--- src/logic/fdr_map.vh ---
// register map, field positions, reset values and timing constants of the damper register bank
//
// Operation
// one flat table; register number equals zero-based address plus one
// no data-type split; every entry reachable by holding-register read and write
// function codes 3 and 6 standard; 2, 4 and 16 accepted too
// discrete-input read maps status word bits to address 104*16 plus bit
// writable values below address 100 are volatile; master should refresh them
// writable values above address 100 are kept across power loss
// override: 0 none, 1 open, 2 close; starts 0; writing 0 refused
// override 0 keeps damper in closed safety position
// command 2 starts test run, 4 resets faults; returns to 0 itself
// position reads 0 closed, 5000 intermediate, 10000 open
// collective fault reads 1 when any status bit 0..7 set
// serial parts one, two, four read-only at addresses 100, 101, 102
// firmware version at 103 as decimal, last two digits minor
// status low byte: bits 1,2,4,6,7 fault flags
// status high byte: bit 8 activity, 10 watchdog tripped, 11 local override
// fault reset clears latched faults except safety fault bit 4
// monitoring on and override not rewritten in 300 s: close, flag bit 10
// bus fail position 0 disables monitoring; 1 rapid close, factory default
// unassigned addresses read zero, writes ignored without exception
// writes to read-only registers leave them unchanged
`ifndef FDR_MAP_VH
`define FDR_MAP_VH

// ****************************************************************
// protocol addresses
// ****************************************************************
`define FDR_ADR_OVERRIDE 16'h0001
`define FDR_ADR_COMMAND 16'h0002
`define FDR_ADR_DRIVE_KIND 16'h0003
`define FDR_ADR_POSITION 16'h0004
`define FDR_ADR_FAULT 16'h0008
`define FDR_ADR_SERIAL1 16'h0064
`define FDR_ADR_SERIAL2 16'h0065
`define FDR_ADR_SERIAL4 16'h0066
`define FDR_ADR_FIRMWARE 16'h0067
`define FDR_ADR_STATUS 16'h0068
`define FDR_ADR_WD_ACTION 16'h006C
`define FDR_ADR_PERSIST_MIN 16'h0064
`define FDR_BIT_PER_REG 16'h0010

// ****************************************************************
// function codes
// ****************************************************************
`define FDR_FC_READ_BITS 8'h02
`define FDR_FC_READ_HOLD 8'h03
`define FDR_FC_READ_INPUT 8'h04
`define FDR_FC_WRITE_ONE 8'h06
`define FDR_FC_WRITE_MANY 8'h10

// ****************************************************************
// values and fields
// ****************************************************************
`define FDR_OVR_NONE 16'h0000
`define FDR_OVR_OPEN 16'h0001
`define FDR_OVR_CLOSE 16'h0002
`define FDR_CMD_NONE 16'h0000
`define FDR_CMD_TEST 16'h0002
`define FDR_CMD_RESET 16'h0004
`define FDR_POS_CLOSED 16'h0000
`define FDR_POS_MID 16'h1388
`define FDR_POS_OPEN 16'h2710
`define FDR_DRIVE_KIND_VAL 16'h0003
`define FDR_WD_OFF 16'h0000
`define FDR_WD_CLOSE 16'h0001
`define FDR_WD_RESET 16'h0001
`define FDR_ST_TRAVEL 1
`define FDR_ST_OVERLOAD 2
`define FDR_ST_SAFETY 4
`define FDR_ST_DUCT_TEMP 6
`define FDR_ST_SMOKE 7
`define FDR_ST_ACTIVITY 8
`define FDR_ST_WATCHDOG 10
`define FDR_ST_LOCAL 11
`define FDR_FAULT_MASK 16'h00D6
`define FDR_CLEARABLE_MASK 16'h00C6

// ****************************************************************
// timing
// ****************************************************************
`define FDR_CLK_HZ 250000000
`define FDR_WD_TIME_S 300
`define FDR_WD_CYCLES (64'd300 * 64'd250000000)

`endif

--- src/logic/fdr_nv_store.v ---
// small persistent word store for the non-volatile configuration registers
`timescale 1ns/1ps
module fdr_nv_store #(
  parameter AW = 2,
  parameter DW = 16,
  parameter [15:0] INIT = 16'h0001
) (
  input wire core_clk,
  input wire clk_en,
  input wire wr_en,
  input wire [AW-1:0] wr_addr,
  input wire [DW-1:0] wr_data,
  input wire [AW-1:0] rd_addr,
  output reg [DW-1:0] rd_data
);
  reg [DW-1:0] mem [0:(1<<AW)-1];
  integer i;

  // contents survive the core reset; only power-on initial state is set
  initial
  begin
    for (i = 0; i < (1<<AW); i = i + 1)
      mem[i] = INIT[DW-1:0];
  end

  always @(posedge core_clk)
  begin
    if (clk_en)
    begin
      if (wr_en)
        mem[wr_addr] <= wr_data;
      rd_data <= mem[rd_addr];
    end
  end
endmodule

--- src/logic/fdr_regs.v ---
// register bank and control logic of the fire damper bus unit
`timescale 1ns/1ps
`include "fdr_map.vh"
module fdr_regs #(
  parameter [63:0] WD_CYCLES = `FDR_WD_CYCLES,
  parameter [15:0] SERIAL1 = 16'h0001,
  parameter [15:0] SERIAL2 = 16'h0002,
  parameter [15:0] SERIAL4 = 16'h0004,
  parameter [15:0] FW_VERSION = 16'h0065
) (
  input wire core_clk,
  input wire arst_n,
  input wire clk_en,
  input wire req_valid,
  input wire [7:0] req_func,
  input wire [15:0] req_addr,
  input wire [15:0] req_wdata,
  input wire sw_closed,
  input wire sw_mid,
  input wire sw_open,
  input wire ev_travel,
  input wire ev_overload,
  input wire ev_safety,
  input wire ev_duct_temp,
  input wire ev_smoke,
  input wire busy,
  input wire local_override,
  output reg rsp_valid,
  output reg [15:0] rsp_data,
  output reg rsp_error,
  output reg drive_open,
  output reg rapid_close,
  output reg test_run_start,
  output reg fault_reset_pulse
);
  // ****************************************************************
  // state
  // ****************************************************************
  localparam ST_IDLE = 3'b001;
  localparam ST_READ = 3'b010;
  localparam ST_ANSW = 3'b100;

  reg [2:0] state;
  reg [15:0] override_setpoint;
  reg [15:0] service_command;
  reg [15:0] fault_latch;
  reg wd_tripped;
  reg [63:0] wd_count;
  reg [7:0] held_func;
  reg [15:0] held_addr;
  wire [15:0] watchdog_action;
  wire [15:0] fault_service_status;
  wire collective_fault;
  wire [15:0] relative_position;
  wire is_write;
  wire is_read;
  wire is_bit;
  wire nv_wr;
  wire wd_enabled;
  reg [15:0] reg_word;
  reg [15:0] next_rsp;

  // collapse any supported read/write code onto the one flat table
  function func_is_write;
    input [7:0] f;
    begin
      func_is_write = (f == `FDR_FC_WRITE_ONE) || (f == `FDR_FC_WRITE_MANY);
    end
  endfunction

  function func_is_read;
    input [7:0] f;
    begin
      func_is_read = (f == `FDR_FC_READ_HOLD) || (f == `FDR_FC_READ_INPUT);
    end
  endfunction

  // only open and close are accepted into the override setpoint
  function override_ok;
    input [15:0] a;
    input [15:0] d;
    begin
      override_ok = (a == `FDR_ADR_OVERRIDE)
        && ((d == `FDR_OVR_OPEN) || (d == `FDR_OVR_CLOSE));
    end
  endfunction

  assign is_write = func_is_write(req_func);
  assign is_read = func_is_read(req_func) || (req_func == `FDR_FC_READ_BITS);
  assign is_bit = (held_func == `FDR_FC_READ_BITS);

  // ****************************************************************
  // persistent configuration
  // ****************************************************************
  assign nv_wr = clk_en && state[0] && req_valid && is_write
    && (req_addr == `FDR_ADR_WD_ACTION)
    && ((req_wdata == `FDR_WD_OFF) || (req_wdata == `FDR_WD_CLOSE));

  fdr_nv_store #(
    .AW(2),
    .DW(16),
    .INIT(`FDR_WD_RESET)
  ) u_nv (
    .core_clk(core_clk),
    .clk_en(clk_en),
    .wr_en(nv_wr),
    .wr_addr(2'b00),
    .wr_data(req_wdata),
    .rd_addr(2'b00),
    .rd_data(watchdog_action)
  );

  assign wd_enabled = (watchdog_action != `FDR_WD_OFF);

  // ****************************************************************
  // status word and derived values
  // ****************************************************************
  assign fault_service_status = {4'h0, local_override, wd_tripped, 1'b0, busy,
    fault_latch[7:0]};
  assign collective_fault = |fault_service_status[7:0];
  assign relative_position = sw_open ? `FDR_POS_OPEN :
    (sw_mid ? `FDR_POS_MID : `FDR_POS_CLOSED);

  always @*
  begin
    case (held_addr)
      `FDR_ADR_OVERRIDE: reg_word = override_setpoint;
      `FDR_ADR_COMMAND: reg_word = service_command;
      `FDR_ADR_DRIVE_KIND: reg_word = `FDR_DRIVE_KIND_VAL;
      `FDR_ADR_POSITION: reg_word = relative_position;
      `FDR_ADR_FAULT: reg_word = {15'h0000, collective_fault};
      `FDR_ADR_SERIAL1: reg_word = SERIAL1;
      `FDR_ADR_SERIAL2: reg_word = SERIAL2;
      `FDR_ADR_SERIAL4: reg_word = SERIAL4;
      `FDR_ADR_FIRMWARE: reg_word = FW_VERSION;
      `FDR_ADR_STATUS: reg_word = fault_service_status;
      `FDR_ADR_WD_ACTION: reg_word = watchdog_action;
      default: reg_word = 16'h0000;
    endcase
  end

  // bit reads address status bit n at 104*16+n; anything else reads zero
  always @*
  begin
    next_rsp = reg_word;
    if (is_bit)
    begin
      if ({4'h0, held_addr[15:4]} == `FDR_ADR_STATUS)
        next_rsp = {15'h0000, fault_service_status[held_addr[3:0]]};
      else
        next_rsp = 16'h0000;
    end
  end

  // ****************************************************************
  // request handling
  // ****************************************************************
  always @(posedge core_clk or negedge arst_n)
  begin
    if (!arst_n)
    begin
      state <= ST_IDLE;
      held_func <= 8'h00;
      held_addr <= 16'h0000;
      rsp_valid <= 1'b0;
      rsp_data <= 16'h0000;
      rsp_error <= 1'b0;
      override_setpoint <= `FDR_OVR_NONE;
      service_command <= `FDR_CMD_NONE;
    end
    else if (clk_en)
    begin
      rsp_valid <= 1'b0;
      rsp_error <= 1'b0;
      // command register clears itself one cycle after being taken
      service_command <= `FDR_CMD_NONE;
      case (state)
        ST_IDLE:
        begin
          if (req_valid)
          begin
            held_func <= req_func;
            held_addr <= req_addr;
            if (is_write)
            begin
              // writes are acknowledged even to read-only or empty addresses
              if (override_ok(req_addr, req_wdata))
                override_setpoint <= req_wdata;
              if (req_addr == `FDR_ADR_COMMAND
                && ((req_wdata == `FDR_CMD_TEST) || (req_wdata == `FDR_CMD_RESET)))
                service_command <= req_wdata;
              rsp_valid <= 1'b1;
              rsp_data <= req_wdata;
            end
            else if (is_read)
              state <= ST_READ;
            else
            begin
              rsp_valid <= 1'b1;
              rsp_error <= 1'b1;
            end
          end
        end
        ST_READ:
          state <= ST_ANSW;
        ST_ANSW:
        begin
          rsp_valid <= 1'b1;
          rsp_data <= next_rsp;
          state <= ST_IDLE;
        end
        default:
          state <= ST_IDLE;
      endcase
    end
  end

  // ****************************************************************
  // faults, watchdog and drive
  // ****************************************************************
  always @(posedge core_clk or negedge arst_n)
  begin
    if (!arst_n)
    begin
      fault_latch <= 16'h0000;
      wd_tripped <= 1'b0;
      wd_count <= 64'h0000000000000000;
      drive_open <= 1'b0;
      rapid_close <= 1'b0;
      test_run_start <= 1'b0;
      fault_reset_pulse <= 1'b0;
    end
    else if (clk_en)
    begin
      test_run_start <= (service_command == `FDR_CMD_TEST);
      fault_reset_pulse <= (service_command == `FDR_CMD_RESET);
      // new events win over a simultaneous reset; bit 4 is cleared only by arst_n
      fault_latch <= (service_command == `FDR_CMD_RESET ?
        (fault_latch & ~`FDR_CLEARABLE_MASK) : fault_latch)
        | {8'h00, ev_smoke, ev_duct_temp, 1'b0, ev_safety, 1'b0, ev_overload,
          ev_travel, 1'b0};
      if (state[0] && req_valid && is_write && override_ok(req_addr, req_wdata))
      begin
        wd_count <= 64'h0000000000000000;
        wd_tripped <= 1'b0;
      end
      else if (!wd_enabled)
      begin
        wd_count <= 64'h0000000000000000;
        wd_tripped <= 1'b0;
      end
      else if (wd_count >= WD_CYCLES - 64'd1)
        wd_tripped <= 1'b1;
      else
        wd_count <= wd_count + 64'd1;
      // only an explicit open without trip moves the damper off safety
      drive_open <= (override_setpoint == `FDR_OVR_OPEN) && !wd_tripped;
      rapid_close <= wd_tripped && wd_enabled;
    end
  end
endmodule

--- config.mk ---
export PLATFORM = sky130hd
export DESIGN_NAME = fdr_regs
export DESIGN_NICKNAME = d
export VERILOG_FILES = /design/src/logic/fdr_nv_store.v /design/src/logic/fdr_regs.v
export VERILOG_INCLUDE_DIRS = /design/src /design/src/logic
export SDC_FILE = /design/constraint.sdc
export NUM_CORES = 1
export LEC_CHECK = 0
export ABC_AREA = 1
export BUFFER_PORTS_ARGS = -buffer_cell sky130_fd_sc_hd__buf_2
export CAP_MARGIN = 20
export CORE_ASPECT_RATIO = 0.7
export CORE_MARGIN = 2
export CORE_UTILIZATION = 40
export DETAILED_ROUTE_END_ITERATION = 8
export GPL_TIMING_DRIVEN = 0
export MAX_ROUTING_LAYER = met4
export PLACE_DENSITY_LB_ADDON = 0.3
export SYNTH_ARGS = -nofsm -noshare
export SYNTH_HDL_FRONTEND = slang
export SYNTH_SLANG_ARGS = --single-unit
export TNS_END_PERCENT = 100
--- constraint.sdc ---
create_clock -name core_clk -period 3.03 [get_ports core_clk]
set_input_delay 0.1515 -clock core_clk [delete_from_list [all_inputs] [get_ports core_clk]]
set_output_delay 0.1515 -clock core_clk [all_outputs]
set_load 0.03 [all_outputs]
==> qor.csv, run 1 <==
stage;metric;value;unit
grt;use_met2;0.286;
clock_network;ctsResizeCount;0;
grt;grt_pass1_vias;8092;
grt;grt_max_degree;89;
routing;wirelength;26.1;mm
place;post-place-ws;-0.201;ns
timing;rsz0062_at_grt;no;
synthesis;async_flop_share;0.825;
floorplan;placeableCoreArea;23800;um2
timing;setup_viol;0;
routing;vias;8645;
synthesis;syn_inst;1263;
floorplan;io_pins;76;
grt;track_usage;0.221;
clock_network;cts_sinks;183;
timing;achievable-frequency;355;MHz
routing;ant_nets;0;
synthesis;synth_edf_count;32;
run_status;status;complete, no violations;
setup_path;r2r_setup_slack;0.76;ns
job;drv_cap;0;
timing;tightest_slew;0.967;ns
timing;fin_ws;0.212;ns
pwr;leakage;5.66;nW
grt;grt_pass1_wl;42.8;mm
timing;finalClockSkew;0.0149;ns
setup_path;criticalPathCategory;in2reg;
synthesis;ys.flop_type;dfrtp_1;
clock_network;clkTransAtPathRegs;0.07;ns
grt;antenna_found_initial;0;
clock_network;cts_buffer_depth;2;
place;placed_cell_area;10600;um2
setup_path;cp-start-kind;primary input;
hold_path;hp-class;in2reg;
synthesis;synth_fp_nets;1318;
setup_path;crit_start;clk_en;
synthesis;synth_top_cell_area_share;0.385;
setup_path;path_cells;buf_2 -> buf_2 -> inv_1 -> clkbuf_1 -> nor2_1 -> nand4_1 -> nor4_2 -> buf_4;
setup_path;cp_data_arrival_time;2.97;ns
setup_path;reg2reg_depth;15;
synthesis;syn_avg_cell_area;7.71;um2
floorplan;die_x;191;um
setup_path;slowest_stage;nor4_2;
finish;finish.instance_area;11600;um2
pwr;vdd_drop_max;0.602;mV
synthesis;synth_area_leaders;dfrtp_1, nand2_1, edfxtp_1;
clock_network;cts_tree;done;
pwr;power_density;591;nW/um2
routing;drc_errors;0;
grt;top_usage_layer;met1;
floorplan;start_util;0.410;
setup_path;critPathMaxStageDelay;0.85;ns
setup_path;worstSetupEndpointType;register;
timing;period_needed;2.82;ns
synthesis;synth_commonest_cells;nand2_1, nor2_1, dfrtp_1;
setup_path;r2r-start;wd_count[0];
synthesis;yosys.area.top_type;dfrtp_1;
routing;first_iter_violations;791;
grt;use_met1;0.349;
finish;final_core_util;0.489;
clock_network;clk_latency;0.45;ns
finish;area_growth_syn_to_layout;19.3;%
synthesis;ys_seq_elements;183;
place;portBuffers;74;
finish;layout-drive-gt1-share;0.144;
setup_path;endpoint;u_nv.mem[0][9];
synthesis;yosys_warnings;0;
finish;fin_nets;1458;
setup_path;cp_common_cell;buf_2;
clock_network;cts_root_buffer;clkbuf_16;
synthesis;syn_area;9740;um2
setup_path;r2r_end;wd_count[20];
clock_network;numCtsBuffers;17;
grt;grt.met3_usage;0.0408;
setup_path;required;3.18;ns
finish;antenna_cells;0;
setup_path;critPathMaxFanout;17;
routing;dr.pass1.iters;5;
timing;finalMaxSlewViolations;0;
floorplan;die_area;25600;um2
timing;hold_viol;0;
floorplan;die_h;135;um
clock_network;h-tree-depth;4;
timing;slew_headroom;0.350;
routing;avgRoutedWirePerCell;15.1;um
synthesis;yosysMostFrequentCell;nand2_1;
routing;via_per_inst;4.99;
place;dp.final_hpwl;19.3;mm
synthesis;synth.distinct_cells;45;
grt;overflow;0;
floorplan;rows;47;
place;place.gp.congestion;0.921;
timing;fin_crit_sh;0.930;
synthesis;seq_area_frac_synth;0.487;
==> power by group <==
| group | internal (W) | switching [W] |
|---|---|---|
| Clock | 0.00114 | 0.00112 |
| Sequential | 0.00281 | 0.000210 |
| Combinational | 0.000486 | 0.00109 |
| Total | 0.00444 | 0.00243 |
==> cell type report <==
type | count | area [um2]
Buffer | 38 | 241
Clock buffer | 18 | 439
Clock inverter | 14 | 171
Fill cell | 2322 | 12100
Inverter | 158 | 593
Multi-Input combinational cell | 884 | 4170
Sequential cell | 183 | 4740
Tap cell | 318 | 398
Timing Repair Buffer | 121 | 862
==> repair_timing <==
item                      in CTS  in global routing
hold endpoints to repair     106                  0
hold buffers                  45                  0
setup buffers                  0                  0
==> worst min path at each step <==
| stage | startpoint | endpoint | slack (ns) | depth (start not counted) |
|---|---|---|---|---|
| after global routing | req_addr[3] | held_addr[3] | 0.04 | 3 |
| after detailed placement | arst_n | held_func[6] | 0.19 | 1 |
| after CTS | req_addr[3] | held_addr[3] | 0.008 | 3 |
| final | req_addr[3] | held_addr[3] | 0.03 | 3 |
| after global placement | req_wdata[13] | u_nv.mem[0][13] | 0.37 | 1 |
| after floorplan | arst_n | drive_open | -0.14 | 0 |
==> registers in the layout (all words and copies together) (netlist names) <==
| name | cells |
|---|---|
| u_nv.mem | 16 |
| wd_count | 64 |
| held_func | 8 |
| u_nv.rd_data | 16 |
| fault_reset_pulse | 1 |
| drive_open | 1 |
| rsp_valid | 1 |
| state | 3 |
| test_run_start | 1 |
| service_command | 16 |
| rsp_error | 1 |
| wd_tripped | 1 |
| override_setpoint | 16 |
| rsp_data | 16 |
| fault_latch | 5 |
| held_addr | 16 |
| rapid_close | 1 |
==> metal layers <==
| metal | wire length, um | up-vias | part of all wire |
|---|---|---|---|
| met1 | 13900 | 4015 | 0.53 |
| met5 | 0 | - | 0 |
| met4 | 313 | 0 | 0.012 |
| met3 | 1910 | 30 | 0.073 |
| met2 | 9990 | 308 | 0.38 |
| li1 | - | 4292 | - |
==> cells in the final DEF, fill, tap and decap left out, types with 6 or more instances in the layout <==
master	instances
nor3_1	19
dfrtp_1	150
nand2_1	374
inv_1	148
buf_6	6
edfxtp_1	32
clkbuf_1	14
nand4_1	31
inv_2	10
xnor2_1	12
nand3_1	137
buf_2	87
nor2_2	38
xor2_1	15
nor2_1	162
clkbuf_16	17
o21ai_0	32
nor4_1	12
dlygate4sd3_1	45
==> critical path: cells and delay by family <==
family                 cells  cell delay [ns]
buffers and inverters      5             1.63
AND/OR/NAND/NOR            3             1.15
==> cells by family (layout without fill, tap and decap cells) <==
group | count (synthesis) | in the layout | share of synthesized area
xor gates and xnor gates | 27 | 27 | 0.0243
DFF | 183 | 183 | 0.487
adders and majority gates | 1 | 1 | 0.00128
AOI/OAI and AO/OA | 51 | 51 | 0.0306
and+or+nand+nor | 805 | 805 | 0.371
buffers and inverters | 196 | 349 | 0.0857
==> per-stage QoR <==
stage | cells | hold slack, ns | TNS [ns] | total power [W]
after floorplan | 1263 | -0.144 | 0 | 0.00410
after global placement | 1655 | 0.370 | -102.47 | 0.00455
after detailed placement | 1657 | 0.194 | -1.81 | 0.00458
after CTS | 1734 | 0.00806 | 0 | 0.00691
after global routing | 1734 | 0.0408 | 0 | 0.00724
final | 1734 | 0.0297 | 0 | 0.00686
Note: power is estimated with default switching activity, not from simulation.
==> run 2, diff against run 1 <==
Settings changed: CORE_UTILIZATION 40 to 60.
==> run 2 against run 1 <==
Effect of this change: register-to-register slack worse by 0.02 ns; worst hold slack lost 0.019 ns; via count grew 3.4%; sequential share of layout area increased by 0.80 points; sequential power hardly changed; first-iteration DRC count up 42%; combinational power barely moved; clock power about the same; critical endpoint is now u_nv.mem[0][11]; largest cell class unchanged; largest power group unchanged.
==> qor.csv, run 2 (synthesis results as in run 1) <==
stage;metric;value;unit
run_status;status;complete, no violations;
clock_network;cts_sinks;183;
grt;antenna_found_initial;0;
timing;hold_viol;0;
floorplan;die_x;156;um
floorplan;rows;38;
timing;tightest_slew;0.905;ns
pwr;p_clk_frac;0.325;
timing;finalMaxSlewViolations;0;
grt;grt_pass1_wl;42.0;mm
job;drv_cap;0;
clock_network;numCtsBuffers;17;
pwr;switching_share;0.351;
grt;grt_pass1_vias;8186;
setup_path;required;3.19;ns
setup_path;criticalPathCategory;in2reg;
finish;fin_nets;1452;
routing;dr.pass1.iters;6;
timing;finalClockSkew;0.0124;ns
clock_network;cts_tree;done;
clock_network;cts_buffer_depth;2;
place;dp.cells;1539;
pwr;pwr-share-comb;0.234;
place;dp.final_hpwl;18.5;mm
pwr;intPower;0.00446;W
setup_path;slowest_stage;nor4_2;
timing;achievable-frequency;377;MHz
setup_path;r2r_setup_slack;0.74;ns
finish;finish.instance_area;11400;um2
floorplan;die_area;17300;um2
hold_path;min_from;req_addr[3];
setup_path;cp_data_arrival_time;2.81;ns
routing;first_iter_violations;1122;
routing;drc_errors;0;
floorplan;die_h;111;um
finish;fill_cells;1198;
place;placed_cell_area;10400;um2
pwr;p_switching;0.00242;W
finish;antenna_cells;0;
pwr;vdd_drop_max;0.698;mV
hold_path;worstHoldPathCells;3;
hold_path;hp-class;in2reg;
place;portBuffers;74;
setup_path;r2r_end;wd_count[26];
routing;vias;8943;
setup_path;path_cells;buf_2 -> buf_2 -> inv_1 -> clkbuf_1 -> nor2_1 -> nand4_1 -> nor4_2 -> buf_4;
routing;via_per_inst;5.55;
timing;slew_headroom;0.392;
timing;setup_viol;0;
setup_path;cp_common_cell;buf_2;
setup_path;r2r-start;wd_count[0];
finish;final_cell_mix;nand2_1, nor2_1, dfrtp_1;
setup_path;cp-start-kind;primary input;
setup_path;critPathMaxFanout;17;
setup_path;worstSetupEndpointType;register;
timing;rsz0062_at_grt;no;
pwr;finalPower;0.00688;W
setup_path;cp_top_family;buffers and inverters;
grt;overflow;0;
pwr;leakage;5.63;nW
pwr;p_seq_frac;0.440;
hold_path;hold_end;held_addr[3];
setup_path;cp_num_buf_inv;5;
finish;layout-drive-gt1-share;0.144;
timing;period_needed;2.66;ns
clock_network;cts_root_buffer;clkbuf_16;
setup_path;critPathMaxStageDelay;0.80;ns
finish;final_cells;1610;
floorplan;start_util;0.621;
clock_network;post-cts-setup-buffer-count;0;
clock_network;clkTransAtPathRegs;0.08;ns
finish;top_register;wd_count;
finish;area_growth_syn_to_layout;17.0;%
routing;ant_nets;0;
finish;largest_reg_flops;64;
clock_network;h-tree-depth;4;
place;place.gp.congestion;1.00;
floorplan;io_pins;76;
grt;grt_max_degree;101;
timing;fin_crit_sh;0.877;
setup_path;reg2reg_depth;12;
routing;avgRoutedWirePerCell;16.0;um
floorplan;placeableCoreArea;15700;um2
finish;layout_commonest_cell;nand2_1;
grt;track_usage;0.320;
clock_network;clk_latency;0.45;ns
pwr;power_density;604;nW/um2
routing;wirelength;25.8;mm
-- run 2: changes by cell type in the layout (fill, tap and decap cells not counted), sizes merged --
cell / delta
clkbuf: -1
inv: -2
dlygate4sd3: -6
bufinv: +1
clkinv: +1
clkinvlp: +1
-- run 2: metal layers --
layer	wire [um]	up-vias	global-route usage
li1	-	4277	-
met1	12300	4176	0.498
met2	10400	450	0.414
met3	2740	40	0.0828
met4	381	0	0.0789
met5	0	-	-
-- run 2: cell type report --
type | instances | area (um2) | share of cell area
multi-input combinational | 884 | 4170 | 0.366
clock buffer | 17 | 425 | 0.0373
tap | 200 | 250 | 0.0220
buffer | 38 | 241 | 0.0212
sequential | 183 | 4740 | 0.416
inverter | 158 | 593 | 0.0521
timing repair buffer | 115 | 802 | 0.0704
clock inverter | 15 | 169 | 0.0148
-- run 2: power groups by stage --
stage / logic [W] / registers, W / clock network, W
after floorplan: 0.000867 / 0.00323 / 0
after global placement: 0.00149 / 0.00305 / 0
after detailed placement: 0.00153 / 0.00306 / 0
after CTS: 0.00159 / 0.00302 / 0.00225
after global routing: 0.00179 / 0.00306 / 0.00237
final: 0.00161 / 0.00303 / 0.00224
-- run 2: stage by stage --
step	setup WS, ns	hold WS, ns	setup TNS [ns]	util
floorplan	0.133	-0.144	0	-
global placement	-1.17	0.367	-73.05	0.660
detailed placement	-0.0748	0.133	-0.671	0.663
CTS	0.416	0.000215	0	0.726
global route	0.163	0.0241	0	0.726
finish	0.374	0.0104	0	0.726
-- run 2: how the worst max path moves through the flow --
stage                     slack (ns)          from         endpoint  cells past startpoint
after floorplan                 0.13        clk_en   u_nv.mem[0][0]                      6
after global placement         -1.17        clk_en  u_nv.mem[0][12]                      7
after detailed placement       -0.07        clk_en  u_nv.mem[0][14]                      8
after CTS                       0.42        clk_en  u_nv.mem[0][10]                      8
final                           0.37        clk_en  u_nv.mem[0][11]                      8
after global routing            0.16  req_addr[13]  u_nv.mem[0][10]                      9
-- run 2: worst register-to-register path: cells and delay by family, from the launching register on --
family        cells  cell delay [ns]
flops             1             0.48
simple gates      9             1.28
xor+xnor          1             0.14
buf+inv           1             0.05
fa+ha+maj         1             0.24
-- run 2: repair_timing --
action	4_1_cts	5_1_grt
endpoints found under the setup margin	0	0
endpoints found under the hold margin	88	0
hold buffers	39	0
resized for setup	0	0
